$ cat src/inc/dcc_pkg.sv
// Purpose: shared constants and types of the dac control and clear-code register bank
// Assumes: 24-bit serial frames, 20-bit register data
// Notes: field positions follow the mode control register layout
package dcc_pkg;

  localparam int DCC_FRAME_BITS = 24;
  localparam int DCC_DATA_W = 20;
  localparam int DCC_CNT_W = 5;

  localparam logic [DCC_CNT_W-1:0] DCC_CNT_FULL = 5'h18;
  localparam logic [DCC_CNT_W-1:0] DCC_CNT_OVER = 5'h19;

  localparam int DCC_RW_BIT = 23;
  localparam int DCC_ADDR_HI = 22;
  localparam int DCC_ADDR_LO = 20;

  localparam logic [2:0] DCC_ADDR_NOP = 3'h0;
  localparam logic [2:0] DCC_ADDR_DAC = 3'h1;
  localparam logic [2:0] DCC_ADDR_MODE = 3'h2;
  localparam logic [2:0] DCC_ADDR_CLEAR = 3'h3;
  localparam logic [2:0] DCC_ADDR_SWCTL = 3'h4;

  // mode control field positions
  localparam int DCC_BIT_AMP_FB = 1;
  localparam int DCC_BIT_GND_CLAMP = 2;
  localparam int DCC_BIT_CORE_FLOAT = 3;
  localparam int DCC_BIT_CODE_FMT = 4;
  localparam int DCC_BIT_RD_DIS = 5;

  // software control field positions
  localparam int DCC_BIT_SW_LOAD = 0;
  localparam int DCC_BIT_SW_CLEAR = 1;
  localparam int DCC_BIT_SW_RESET = 2;

  localparam logic [DCC_DATA_W-1:0] DCC_CLEAR_RST = 20'h00000;
  localparam logic [DCC_DATA_W-1:0] DCC_DAC_RST = 20'h00000;

  typedef struct packed {
    logic readout_pin_disable;
    logic code_format_select;
    logic core_float_control;
    logic output_ground_clamp;
    logic amp_feedback_select;
  } dcc_ctrl_t;

  localparam dcc_ctrl_t DCC_CTRL_RST = '{
    readout_pin_disable: 1'b0,
    code_format_select: 1'b0,
    core_float_control: 1'b1,
    output_ground_clamp: 1'b1,
    amp_feedback_select: 1'b1
  };

  typedef enum logic [1:0] {
    DCC_OST_NORMAL,
    DCC_OST_CLAMPED,
    DCC_OST_HIGHZ
  } dcc_ostate_t;

endpackage

$ cat src/verilog/dcc_regs.sv
// Purpose: mode control and clear-code register bank behind a 24-bit serial link
// Assumes: link pins are sampled by clk, which runs far faster than the link clock
// Notes: readout pin is given as data and output enable
`timescale 1ns/100ps

// Function
// - frame top bit zero writes, one reads
// - address 010 stores frame data into mode
// - feedback bit one: amp off, resistors parallel
// - feedback bit zero: amp on, resistors series
// - clamp bit one clamps output, core floats
// - clamp bit zero removes the ground clamp
// - clamp bit overrides the float bit
// - reset returns output to clamp mode
// - float bit defaults one, zero means normal
// - format defaults twos complement, one offset binary
// - readout disable defaults zero, one floats pin
// - clear value loaded on pin, or on software clear while the load pin is high
// - clear value uses current code format
// - clear value resets to zero
// - only 24-edge frames latch on frame end
// - read data shifts out next frame; pin is driven while sync_n is low unless readout disable is one, and floats between frames
// - clear pin loads clear value into dac
// - float and clamp bits pick output state
module dcc_regs
  import dcc_pkg::*;
(
  input wire logic clk,
  input wire logic rstn,
  input wire logic sclk,
  input wire logic sync_n,
  input wire logic sdin,
  input wire logic clear_request_n,
  input wire logic load_strobe_n,
  output logic serial_readout_pin_o,
  output logic serial_readout_pin_oe,
  output dcc_ctrl_t mode,
  output logic [DCC_DATA_W-1:0] clear_value,
  output logic [DCC_DATA_W-1:0] dac_value,
  output logic [DCC_DATA_W-1:0] converter_code,
  output dcc_ostate_t output_state,
  output logic amp_powered,
  output logic feedback_series
);

  typedef struct packed {
    logic sclk_d;
    logic sync_d;
    logic load_strobe_n_d;
    logic [DCC_FRAME_BITS-1:0] shift;
    logic [DCC_CNT_W-1:0] cnt;
    logic [DCC_FRAME_BITS-1:0] out_shift;
    logic serial_readout_pin;
    logic sdo_oe;
    dcc_ctrl_t ctrl;
    logic [DCC_DATA_W-1:0] clear_code;
    logic [DCC_DATA_W-1:0] dac_reg;
    logic [DCC_DATA_W-1:0] dac_out;
    logic [DCC_DATA_W-1:0] level;
    dcc_ostate_t ostate;
    logic amp_on;
    logic fb_series;
  } dcc_state_t;

  localparam dcc_state_t ST_RST = '{
    sclk_d: 1'b1,
    sync_d: 1'b1,
    load_strobe_n_d: 1'b1,
    ctrl: DCC_CTRL_RST,
    clear_code: DCC_CLEAR_RST,
    dac_reg: DCC_DAC_RST,
    dac_out: DCC_DAC_RST,
    ostate: DCC_OST_CLAMPED,
    default: '0
  };

  logic [4:0] pins_s;
  logic sclk_s;
  logic sync_s;
  logic sdin_s;
  logic clr_s;
  logic load_strobe_n_s;
  dcc_state_t s_q;
  dcc_state_t s_d;

  dcc_sync #(
    .W(5),
    .RST_VAL(5'h1b)
  ) u_sync (
    .clk(clk),
    .rstn(rstn),
    .d({sclk, sync_n, sdin, clear_request_n, load_strobe_n}),
    .q(pins_s)
  );

  assign sclk_s = pins_s[4];
  assign sync_s = pins_s[3];
  assign sdin_s = pins_s[2];
  assign clr_s = pins_s[1];
  assign load_strobe_n_s = pins_s[0];

  function automatic logic [DCC_DATA_W-1:0] mode_word(input dcc_ctrl_t c);
    logic [DCC_DATA_W-1:0] w;
    w = '0;
    w[DCC_BIT_AMP_FB] = c.amp_feedback_select;
    w[DCC_BIT_GND_CLAMP] = c.output_ground_clamp;
    w[DCC_BIT_CORE_FLOAT] = c.core_float_control;
    w[DCC_BIT_CODE_FMT] = c.code_format_select;
    w[DCC_BIT_RD_DIS] = c.readout_pin_disable;
    return w;
  endfunction

  function automatic dcc_ostate_t pick_state(input dcc_ctrl_t c);
    if (c.output_ground_clamp) begin
      return DCC_OST_CLAMPED;
    end else if (c.core_float_control) begin
      return DCC_OST_HIGHZ;
    end
    return DCC_OST_NORMAL;
  endfunction

  always_comb begin
    logic sclk_fall;
    logic sync_rise;
    logic rw;
    logic [2:0] addr;
    logic [DCC_DATA_W-1:0] data;
    logic [DCC_DATA_W-1:0] rdata;
    logic sw_reset;
    s_d = s_q;
    sclk_fall = s_q.sclk_d & ~sclk_s;
    sync_rise = ~s_q.sync_d & sync_s;
    rw = s_q.shift[DCC_RW_BIT];
    addr = s_q.shift[DCC_ADDR_HI:DCC_ADDR_LO];
    data = s_q.shift[DCC_DATA_W-1:0];
    rdata = '0;
    sw_reset = 1'b0;
    s_d.sclk_d = sclk_s;
    s_d.sync_d = sync_s;
    s_d.load_strobe_n_d = load_strobe_n_s;

    if (s_q.sync_d && !sync_s) begin
      s_d.cnt = '0;
    end
    if (!sync_s && sclk_fall) begin
      s_d.shift = {s_q.shift[DCC_FRAME_BITS-2:0], sdin_s};
      s_d.out_shift = {s_q.out_shift[DCC_FRAME_BITS-2:0], 1'b0};
      if (s_q.cnt != DCC_CNT_OVER) begin
        s_d.cnt = s_q.cnt + 5'h01;
      end
    end

    if (sync_rise && s_q.cnt == DCC_CNT_FULL) begin
      s_d.out_shift = '0;
      if (rw) begin
        unique case (addr)
          DCC_ADDR_DAC: rdata = s_q.dac_reg;
          DCC_ADDR_MODE: rdata = mode_word(s_q.ctrl);
          DCC_ADDR_CLEAR: rdata = s_q.clear_code;
          default: rdata = '0;
        endcase
        if (addr != DCC_ADDR_NOP) begin
          s_d.out_shift = {s_q.shift[DCC_RW_BIT:DCC_ADDR_LO], rdata};
        end
      end else begin
        unique case (addr)
          DCC_ADDR_DAC: begin
            if (clr_s) begin
              s_d.dac_reg = data;
              if (!load_strobe_n_s) begin
                s_d.dac_out = data;
              end
            end
          end
          DCC_ADDR_MODE: begin
            s_d.ctrl.amp_feedback_select = data[DCC_BIT_AMP_FB];
            s_d.ctrl.output_ground_clamp = data[DCC_BIT_GND_CLAMP];
            s_d.ctrl.core_float_control = data[DCC_BIT_CORE_FLOAT];
            s_d.ctrl.code_format_select = data[DCC_BIT_CODE_FMT];
            s_d.ctrl.readout_pin_disable = data[DCC_BIT_RD_DIS];
          end
          DCC_ADDR_CLEAR: s_d.clear_code = data;
          DCC_ADDR_SWCTL: begin
            sw_reset = data[DCC_BIT_SW_RESET];
            if (data[DCC_BIT_SW_CLEAR] && load_strobe_n_s) begin
              s_d.dac_reg = s_q.clear_code;
              s_d.dac_out = s_q.clear_code;
            end else if (data[DCC_BIT_SW_LOAD] && clr_s) begin
              s_d.dac_out = s_d.dac_reg;
            end
          end
          default: begin
          end
        endcase
      end
    end

    if (s_q.load_strobe_n_d && !load_strobe_n_s && clr_s) begin
      s_d.dac_out = s_d.dac_reg;
    end
    if (!clr_s) begin
      s_d.dac_reg = s_d.clear_code;
      s_d.dac_out = s_d.clear_code;
    end

    if (sw_reset) begin
      s_d = ST_RST;
      s_d.sclk_d = sclk_s;
      s_d.sync_d = sync_s;
      s_d.load_strobe_n_d = load_strobe_n_s;
    end

    // converter sees offset binary; twos complement flips the sign bit
    s_d.level = s_d.ctrl.code_format_select ? s_d.dac_out :
                {~s_d.dac_out[DCC_DATA_W-1], s_d.dac_out[DCC_DATA_W-2:0]};
    s_d.ostate = pick_state(s_d.ctrl);
    s_d.amp_on = ~s_d.ctrl.amp_feedback_select;
    s_d.fb_series = ~s_d.ctrl.amp_feedback_select;
    s_d.serial_readout_pin = s_d.out_shift[DCC_FRAME_BITS-1];
    s_d.sdo_oe = ~sync_s & ~s_d.ctrl.readout_pin_disable;
  end

  always_ff @(posedge clk or negedge rstn) begin
    if (!rstn) begin
      s_q <= ST_RST;
    end else begin
      s_q <= s_d;
    end
  end

  assign serial_readout_pin_o = s_q.serial_readout_pin;
  assign serial_readout_pin_oe = s_q.sdo_oe;
  assign mode = s_q.ctrl;
  assign clear_value = s_q.clear_code;
  assign dac_value = s_q.dac_out;
  assign converter_code = s_q.level;
  assign output_state = s_q.ostate;
  assign amp_powered = s_q.amp_on;
  assign feedback_series = s_q.fb_series;

endmodule

$ cat src/verilog/dcc_sync.sv
// Purpose: two flip-flop synchroniser for a group of pin inputs
// Assumes: inputs are asynchronous to clk
// Notes: first stage feeds only the second stage
`timescale 1ns/100ps
module dcc_sync #(
  parameter int W = 1,
  parameter logic [W-1:0] RST_VAL = '0
) (
  input wire logic clk,
  input wire logic rstn,
  input wire logic [W-1:0] d,
  output logic [W-1:0] q
);

  logic [W-1:0] meta_q;

  always_ff @(posedge clk or negedge rstn) begin
    if (!rstn) begin
      meta_q <= RST_VAL;
      q <= RST_VAL;
    end else begin
      meta_q <= d;
      q <= meta_q;
    end
  end

endmodule
$ cat config.mk
export PLATFORM = sky130hd
export DESIGN_NAME = dcc_regs
export DESIGN_NICKNAME = d
export VERILOG_FILES = /design/src/inc/dcc_pkg.sv /design/src/verilog/dcc_regs.sv /design/src/verilog/dcc_sync.sv
export SDC_FILE = /design/constraint.sdc
export NUM_CORES = 1
export LEC_CHECK = 0
export ABC_AREA = 1
export BUFFER_PORTS_ARGS = -buffer_cell sky130_fd_sc_hd__buf_4
export CAP_MARGIN = 25
export CORE_MARGIN = 1.5
export CORE_UTILIZATION = 52
export CTS_CLUSTER_SIZE = 8
export DETAILED_ROUTE_END_ITERATION = 12
export GPL_ROUTABILITY_DRIVEN = 0
export PLACE_DENSITY = 0.71
export SYNTH_ARGS = -nofsm -noshare
export SYNTH_HDL_FRONTEND = slang
export SYNTH_SLANG_ARGS = --single-unit
export TNS_END_PERCENT = 50
$ cat constraint.sdc
create_clock -name clk -period 4.1 [get_ports clk]
set_input_delay 1.23 -clock clk [delete_from_list [all_inputs] [get_ports clk]]
set_output_delay 1.23 -clock clk [all_outputs]
set_load 0.01 [all_outputs]
Word-level counts from Yosys, hierarchy flattened

Index checks and enable logic that the tools add are counted.
W data, S select, Z words.

Word-level logic and storage cells: 78
Flip-flop bits (word level): 155
Output and inout bits: 71
Bits of input ports: 7

Reduce and logical (&&, ||, !) cells: 12
Add/subtract/negate cells: 1
Eq/ne operators: 6
Bitwise gates (word level): 9
Muxes and demuxes: 29

Operators by type and width:

| kind                  | number |
|---|---|
| $mux W144             | 1 |
| $mux W20              | 7 |
| $mux W65              | 2 |
| $mux W40              | 2 |
| $pmux W40 S2          | 1 |
| $mux W24              | 3 |
| $pmux W20 S3          | 1 |
| $mux W53              | 1 |
| $mux W5               | 3 |
| $logic_and A1 B1 Y1   | 7 |
| $eq A3 B2 Y1 const B  | 2 |
| $mux W2               | 3 |
| $not A1 Y1            | 6 |
| $reduce_bool A3 Y1    | 2 |
| $add A5 B1 Y5 const B | 1 |
| $eq A5 B5 Y1 const B  | 1 |
| $mux W1               | 5 |
| $ne A5 B5 Y1 const B  | 1 |
| $and A1 B1 Y1         | 3 |
| $eq A3 B1 Y1 const B  | 1 |
| $eq A3 B3 Y1 const B  | 1 |
| $logic_not A1 Y1      | 2 |
| $reduce_bool A2 Y1    | 1 |

Longest topological paths before layout

Gate-level depths: netlist of run 1.

Depth in word-level cells: 12
Mapped depth: 14
Gate-level depth less buffers: 13

Hierarchy

A second synthesis of run 1 with hierarchy kept.

Cells, all modules: 1,209
Area total of the unflattened synthesis: 8,630.8 um2

Modules (own cells, without submodules):

| module   | seq. area each (um2) | times used | cells each | area an instance (um2) |
|---|---|---|---|---|
| dcc_regs | 3,161.8              | 1          | 1,199      | 8,370.5 |
| dcc_sync | 260.2                | 1          | 10         | 260.2 |

Least setup slack after synthesis of run 1

OpenSTA, ideal clock, no wires.

Path type: reg-to-output
Start point: reg s_q, in the netlist mode[0]
End point: out mode[0] (netlist name)
Cell stages (with the launch flop): 2
Setup slack: 2,248 ps
Required time: 2,870 ps
Arrival time: 622 ps
Path buffers: 1
Cells stage by stage: dfstp_2 > buf_4

RTL lines:

| item                   | RTL line        | source |
|---|---|---|
| from (decl)            | dcc_regs.sv:83  | `dcc_state_t s_q;` |
| from (signal assigned) | dcc_regs.sv:225 | `s_q <= ST_RST;` |
| from (signal assigned) | dcc_regs.sv:227 | `s_q <= s_d;` |
| to (decl)              | dcc_regs.sv:37  | `output dcc_ctrl_t mode,` |

No word-level cell between the ends.

Worst setup path in the final report of run 1

Start point: reg s_q[115] (netlist name)
End point: reg s_q[120] (netlist name)

Longest elaborated chain between the ends: 4
Elaborated cells on any way between the ends: 5
Classes of those cells: eq/ne (1); mux (2); reduce/logical (2)

Ends and longest elaborated chain:

| item                                            | RTL line        | source |
|---|---|---|
| $eq A5 B5 Y1 *                                  | dcc_regs.sv:153 | `if (sync_rise && s_q.cnt == DCC_CNT_FULL) begin` |
| $logic_and A1 B1 Y1 *                           | dcc_regs.sv:153 |  |
| $mux W1 *                                       | dcc_regs.sv:153 |  |
| $mux W144 or $reduce_bool A2 Y1 (tied branches) | --              |  |

Every way passes the cells marked *; elsewhere a longest branch is shown, timed or not.
A chain may end at the register's enable or synchronous reset.

==> results of run 1 <==
## worst max-delay path, delay by kind of cell (launching register included)
family	cells	cell delay [ps]
and+or+nand+nor	5	1970
DFF	1	430
AOI/OAI and AO/OA	1	190
adders and majority gates	1	160
buffers and inverters	2	120
## Yosys cell counts (2+ instances only)
library cell,n,share of area (%)
buf_4,78,6.9
buf_2,29,1.7
o21ai_0,76,4.5
clkbuf_1,30,1.3
a21oi_1,42,2.5
nand3_1,111,6.5
nor2_2,5,0.37
dfrtp_1,121,35
dfstp_2,15,4.6
inv_1,106,4.7
nor2_4,3,0.40
nand2_1,404,18
nand3_2,2,0.23
o22ai_1,36,2.6
nand4_1,23,1.7
nor2_1,33,1.4
ha_1,3,0.44
nor3_2,2,0.23
buf_1,7,0.31
o21ai_1,17,1.0
o221ai_1,4,0.41
nand2_2,2,0.15
o211ai_1,41,3.6
inv_2,10,0.44
## per-stage QoR
stage	total power, µW	setup slack (ps)	hold slack (ps)	area, µm²	util, %
3_3_place_gp	1960	1210	346	8660	54.3
5_1_grt	3830	776	363	9350	58.6
3_5_place_dp	1970	1140	347	8660	54.3
6_report	3690	1070	354	9350	58.6
4_1_cts	3690	1110	355	9320	58.5
2_1_floorplan	1830	2250	331	8550	-
## report_power, final
part / switching, µW / internal [µW] / total (µW)
combinational: 300 / 161 / 461
clock: 595 / 1140 / 1740
sequential: 80.9 / 1420 / 1500
## registers in the layout, indices dropped and copies added, names as in the netlist
register and flops:
s_q 76, clear_value 20, converter_code 20, mode 5
u_sync.meta_q 5, u_sync.q 5, output_state 2, dac_value 1
feedback_series 1, serial_readout_pin_oe 1
## per-layer routing
layer	GRT usage, %	wire (µm)	vias to the layer above
li1	-	-	3837
met1	38.5	10400	3812
met2	48.4	12000	395
met3	7.21	2240	65
met4	13.0	685	0
met5	0	0	-
## layout make-up
class | count | area [µm²]
well taps | 216 | 270
inverters | 116 | 435
fillers | 1477 | 6600
clock inverters | 8 | 165
clock buffers | 24 | 492
flip-flops and latches | 136 | 3420
repair buffers | 94 | 742
multi-input cells | 813 | 3820
## worst min path at each step
stage                               startpoint                    end  slack, ps  cells past startpoint
floorplan           u_sync.meta_q[2]$_DFF_PN0_  u_sync.q[2]$_DFF_PN0_        330                      0
global placement    u_sync.meta_q[4]$_DFF_PN1_  u_sync.q[4]$_DFF_PN1_        350                      0
detailed placement  u_sync.meta_q[4]$_DFF_PN1_  u_sync.q[4]$_DFF_PN1_        350                      0
CTS                 u_sync.meta_q[4]$_DFF_PN1_  u_sync.q[4]$_DFF_PN1_        350                      0
global route        u_sync.meta_q[0]$_DFF_PN1_  u_sync.q[0]$_DFF_PN1_        360                      0
finish              u_sync.meta_q[4]$_DFF_PN1_  u_sync.q[4]$_DFF_PN1_        350                      0
## cell families after synthesis
family,count (synthesis)
compound gates,222
fa+ha+maj,3
flops,136
xor+xnor,1
buf+inv,260
simple gates,587
==> metrics.md, run 1 <==
| Metric | Value |
|---|---|
| Status | `completed` |
| Worst path cell trace | `inv_1 -> ha_1 -> inv_1 -> nor2_1 -> nand2_1 -> nor2_2 -> nand2_1 -> nand2_1 -> o21ai_0` |
| Fin cells | `1,407` |
| Core ar. | `0.0159 mm²` |
| Post-Syn Area | `0.00855 mm²` |
| Final Hold Vio Count | `0` |
| Highest clock rate | `330 MHz` |
| Dpl cells | `1,374` |
| Largest family of logic cells by synthesized area | `simple AND/OR/NAND/NOR gates` |
| Cts bufs inserted | `17` |
| Syn nets | `1,219` |
| Sink Count | `136` |
| Max-cap violations | `0` |
| Starting Density | `53.6%` |
| Chip Height | `131 µm` |
| HP Class | `register to register` |
| DRT iter0 DRCs | `897` |
| RSZ-0062 raised after global routing | `false` |
| Cell mode on critical path | `nand2_1` |
| Num rows | `46` |
| Post_cts resized | `0` |
| Postcts setup bufs | `0` |
| EDFF count, synth | `0` |
| Layout cells sized above 1 | `13.7%` |
| Min Tclk post-route | `3030 ps` |
| Vias in the first global route | `7,701` |
| Worst EP arrival | `3300 ps` |
| Worst-Margin Slew | `1020 ps` |
| Synth-to-Final Area Change | `9.35%` |
| CP max FO | `21` |
| Setup violators final | `0` |
| Flops & latches, synth | `136` |
| Clock Skews | `8.14 ps` |
| Post-DP HPWL | `15.0 mm` |
| Peak VDD IR | `0.311 mV` |
| Synth unique cells | `33` |
| Setup CP Type | `register to register` |
| Initial antenna violation count | `0` |
| Worst setup path start | `s_q[115]$_DFF_PN0_` |
| Worst R2R Setup Slack | `1070 ps` |
| Vias | `8,109` |
| Primary FF master, synth | `dfrtp_1` |
| Drt first pass iters | `6` |
| Final #Nets | `1,188` |
| Setup crit end kind | `register` |
| Mux cell area share after synthesis | `0%` |
| P_leak | `0.00467 µW` |
| Port bufs | `77` |
| Global-route wire length before repair | `40.7 mm` |
| Via/cell ratio | `5.76` |
| Post-route setup TNS | `0 ps` |
| CTS H-Tree Depth | `4` |
| Commonest non-fill, non-tap cell in the layout | `nand2_1` |
| P per Cell Area | `395 mW/mm²` |
| Total gr overflow | `0` |
| GRT Util Overall | `30.0%` |
| Cell count after synthesis | `1,209` |
| R2R Path End | `s_q[120]$_DFFE_PN0P_` |
| Drt wl/cell | `18.0 µm` |
| Startpoint types | `register` |
| Yosys warning count | `0` |
| Synth Area in Adders | `0.439%` |
| Clock tree buffer depth | `2` |
| Skew-Pair Late Insertion Delay | `430 ps` |
| Max-slew violations | `0` |
| Die area | `0.0172 mm²` |
| Post-route ant nets | `0` |
| I/O pins | `78` |
| Simple-Gate Fraction of Synth Area | `29.0%` |
| Fraction of the yosys area taken by sequential cells | `40.0%` |
| TritonCTS clock tree | `built` |
| Most frequent cells in the layout | `404 x nand2_1, 121 x dfrtp_1, 111 x nand3_1` |
| Residual DRC | `0` |
| Critical R2R Launch | `s_q[115]$_DFF_PN0_` |
| XOR/XNOR share of the synthesized area | `0.102%` |
| Hold_buf cts | `0` |
| Synthesized area per cell | `7.07 µm²` |
| Synth Area in Compound Gates | `15.1%` |
| Crit path to | `s_q[120]$_DFFE_PN0P_` |
| Rel. slew slack | `31.7%` |
| Die Width | `131 µm` |
| CP peak stage delay | `840 ps` |
| Fin crit share | `73.8%` |
| Ys async rst share | `100%` |
| R2R cell count | `9` |
| Routed Wire Length | `25.3 mm` |
| Critical path data required time | `4370 ps` |
| # diodes | `0` |
| Root Buffer | `clkbuf_16` |
| CTS clk-pin slew, worst paths | `60 ps` |
| Crit-path slowest cell | `nand2_1` |
| Largest net degree at the start of global routing | `71` |
Note: power is estimated with default switching activity, not from simulation.
==> run 2, diff against run 1 <==
==> constraint.sdc (replaced) <==
create_clock -name clk -period 3 [get_ports clk]
set_input_delay 0.9 -clock clk [delete_from_list [all_inputs] [get_ports clk]]
set_output_delay 0.9 -clock clk [all_outputs]
set_load 0.01 [all_outputs]
==> metrics.md, run 2 (synthesis gave the netlist of run 1 again) <==
| Metric | Value |
|---|---|
| Met2 WL | `11.6 mm (-3.2%)` |
| Fin crit share | `77.6% (+3.8 points)` |
| Critical path data required time | `3310 ps (-1060 ps)` |
| Post-DP HPWL | `15.6 mm (+4.1%)` |
| Worst R2R Setup Slack | `670 ps (-400 ps)` |
| Total gr overflow | `0 (unchanged)` |
| Startpoint types | `register` |
| Port bufs | `77 (unchanged)` |
| Max-cap violations | `0 (unchanged)` |
| Worst EP arrival | `2640 ps (-660 ps)` |
| Core ar. | `0.0159 mm² (unchanged)` |
| I/O pins | `78 (unchanged)` |
| Final Hold Vio Count | `0 (unchanged)` |
| Setup CP Type | `register to register` |
| P per Cell Area | `509 mW/mm² (+29%)` |
| Synth-to-Final Area Change | `9.49%` |
| Residual DRC | `0 (unchanged)` |
| Postcts setup bufs | `0 (unchanged)` |
| Clock Skews | `7.65 ps (-0.492 ps)` |
| Drt first pass iters | `5 (-1)` |
| CP max FO | `19 (-9.5%)` |
| Commonest non-fill, non-tap cell in the layout | `nand2_1` |
| Largest register FFs | `76 (unchanged)` |
| Post-route ant nets | `0 (unchanged)` |
| Via/cell ratio | `5.77 (about the same)` |
| Vias in the first global route | `7,462 (-3.1%)` |
| Setup crit end kind | `register` |
| RSZ-0062 raised after global routing | `false` |
| Chip Height | `131 µm (unchanged)` |
| Most frequent cells in the layout | `404 x nand2_1, 121 x dfrtp_1, 111 x nand3_1` |
| Initial antenna violation count | `0 (unchanged)` |
| CTS clk-pin slew, worst paths | `60 ps (about the same)` |
| Global-route wire length before repair | `39.7 mm (-2.4%)` |
| Top reg by flops | `s_q` |
| Util after Layout | `58.7% (+0.071 points)` |
| HP Class | `register to register` |
| Clock tree buffer depth | `2 (unchanged)` |
| Max-slew violations | `0 (unchanged)` |
| Post-route setup TNS | `0 ps (unchanged)` |
| Status | `completed` |
| GRT Util Overall | `29.1% (-0.87 points)` |
| Highest clock rate | `430 MHz (+30%)` |
| Cts bufs inserted | `17 (unchanged)` |
| Rel. slew slack | `40.4% (+8.7 points)` |
| Die area | `0.0172 mm² (unchanged)` |
| WHS | `349 ps (-5.36 ps)` |
| Routed Wire Length | `24.9 mm (-1.8%)` |
| Die Width | `131 µm (unchanged)` |
| Peak VDD IR | `0.368 mV (+18%)` |
| Post_cts resized | `0 (unchanged)` |
| Worst-Margin Slew | `891 ps (-130 ps)` |
| Largest net degree at the start of global routing | `49 (-31%)` |
| DRT iter0 DRCs | `811 (-9.6%)` |
| Root Buffer | `clkbuf_16` |
| Layout cells sized above 1 | `14.5% (+0.85 points)` |
| Top sig layer | `met4` |
| CTS H-Tree Depth | `4 (unchanged)` |
| Final #Nets | `1,201 (+1.1%)` |
| P_leak | `0.00468 µW (+0.36%)` |
| Metal-1 WL | `10.4 mm (+0.44%)` |
| Sink Count | `136 (unchanged)` |
| Num rows | `46 (unchanged)` |
| Hold_buf cts | `0 (unchanged)` |
| Skew-Pair Late Insertion Delay | `430 ps (about the same)` |
| TritonCTS clock tree | `built` |
| Drt wl/cell | `17.5 µm (-2.7%)` |
| Setup violators final | `0 (unchanged)` |
| Vias | `8,192 (+1.0%)` |
| Metal3 WL | `2.02 mm (-10%)` |
| Min Tclk post-route | `2330 ps (-699 ps)` |
| Starting Density | `53.6% (unchanged)` |
| # diodes | `0 (unchanged)` |
## run 2: cell count changes in the layout (fill, tap and decap cells not counted)
| cell | before | now |
|---|---|---|
| buf_4 | 91 | 104 |
| clkinvlp_4 | 0 | 1 |
| buf_12 | 1 | 2 |
| clkbuf_8 | 4 | 3 |
| clkinv_4 | 0 | 1 |
| clkinv_2 | 3 | 4 |
| buf_16 | 1 | 0 |
| clkbuf_1 | 3 | 4 |
| bufinv_16 | 5 | 2 |
## run 2: report_power, final
group          total [µW]  switching, µW  internal (µW)
clock network        2090            802           1290
logic                 628            409            219
registers            2050            112           1930
## run 2: area by class of cell
type	instances	area, µm²
tap	216	270
clock buffer	24	482
sequential	136	3420
timing repair buffer	107	832
inverter	116	435
multi-input combinational	813	3820
fill	1501	6590
clock inverter	8	96.3
## run 2: per-layer routing
layer | GRT usage, % | up-vias
met3 | 5.83 | 68
met5 | 0 | -
met1 | 39.0 | 3846
met4 | 13.7 | 0
met2 | 45.5 | 420
li1 | - | 3858
## run 2: path summary, 6_finish.rpt
kind	from	endpoint	cells past startpoint
max	s_q[116]$_DFF_PN0_	converter_code[17]$_DFFE_PN0P_	11
max reg2reg	s_q[116]$_DFF_PN0_	converter_code[17]$_DFFE_PN0P_	11
min	u_sync.meta_q[2]$_DFF_PN0_	u_sync.q[2]$_DFF_PN0_	0
max in group asynchronous	rstn	mode[1]$_DFF_PN1_	2
min in group asynchronous	rstn	converter_code[7]$_DFFE_PN0P_	1
min reg2reg	u_sync.meta_q[2]$_DFF_PN0_	u_sync.q[2]$_DFF_PN0_	0
## run 2: critical path: stages (launching register included)
cell and delay (ps):
dfrtp_1 400, inv_1 100, ha_1 170, inv_1 40
nor2_1 80, nand2_1 70, nor2_2 330, nand2_1 260
inv_2 380, nor2_8 170, nand4_1 140, nand2_1 50
## run 2: stage by stage
stage,cell area [µm²],std cells,total power [µW],setup WS (ps)
final,9360,1420,4760,672
after global routing,9360,1420,4930,469
after CTS,9360,1420,4770,695
after detailed placement,8780,1388,2690,697
after global placement,8780,1388,2680,754
after floorplan,8550,1209,2490,1260
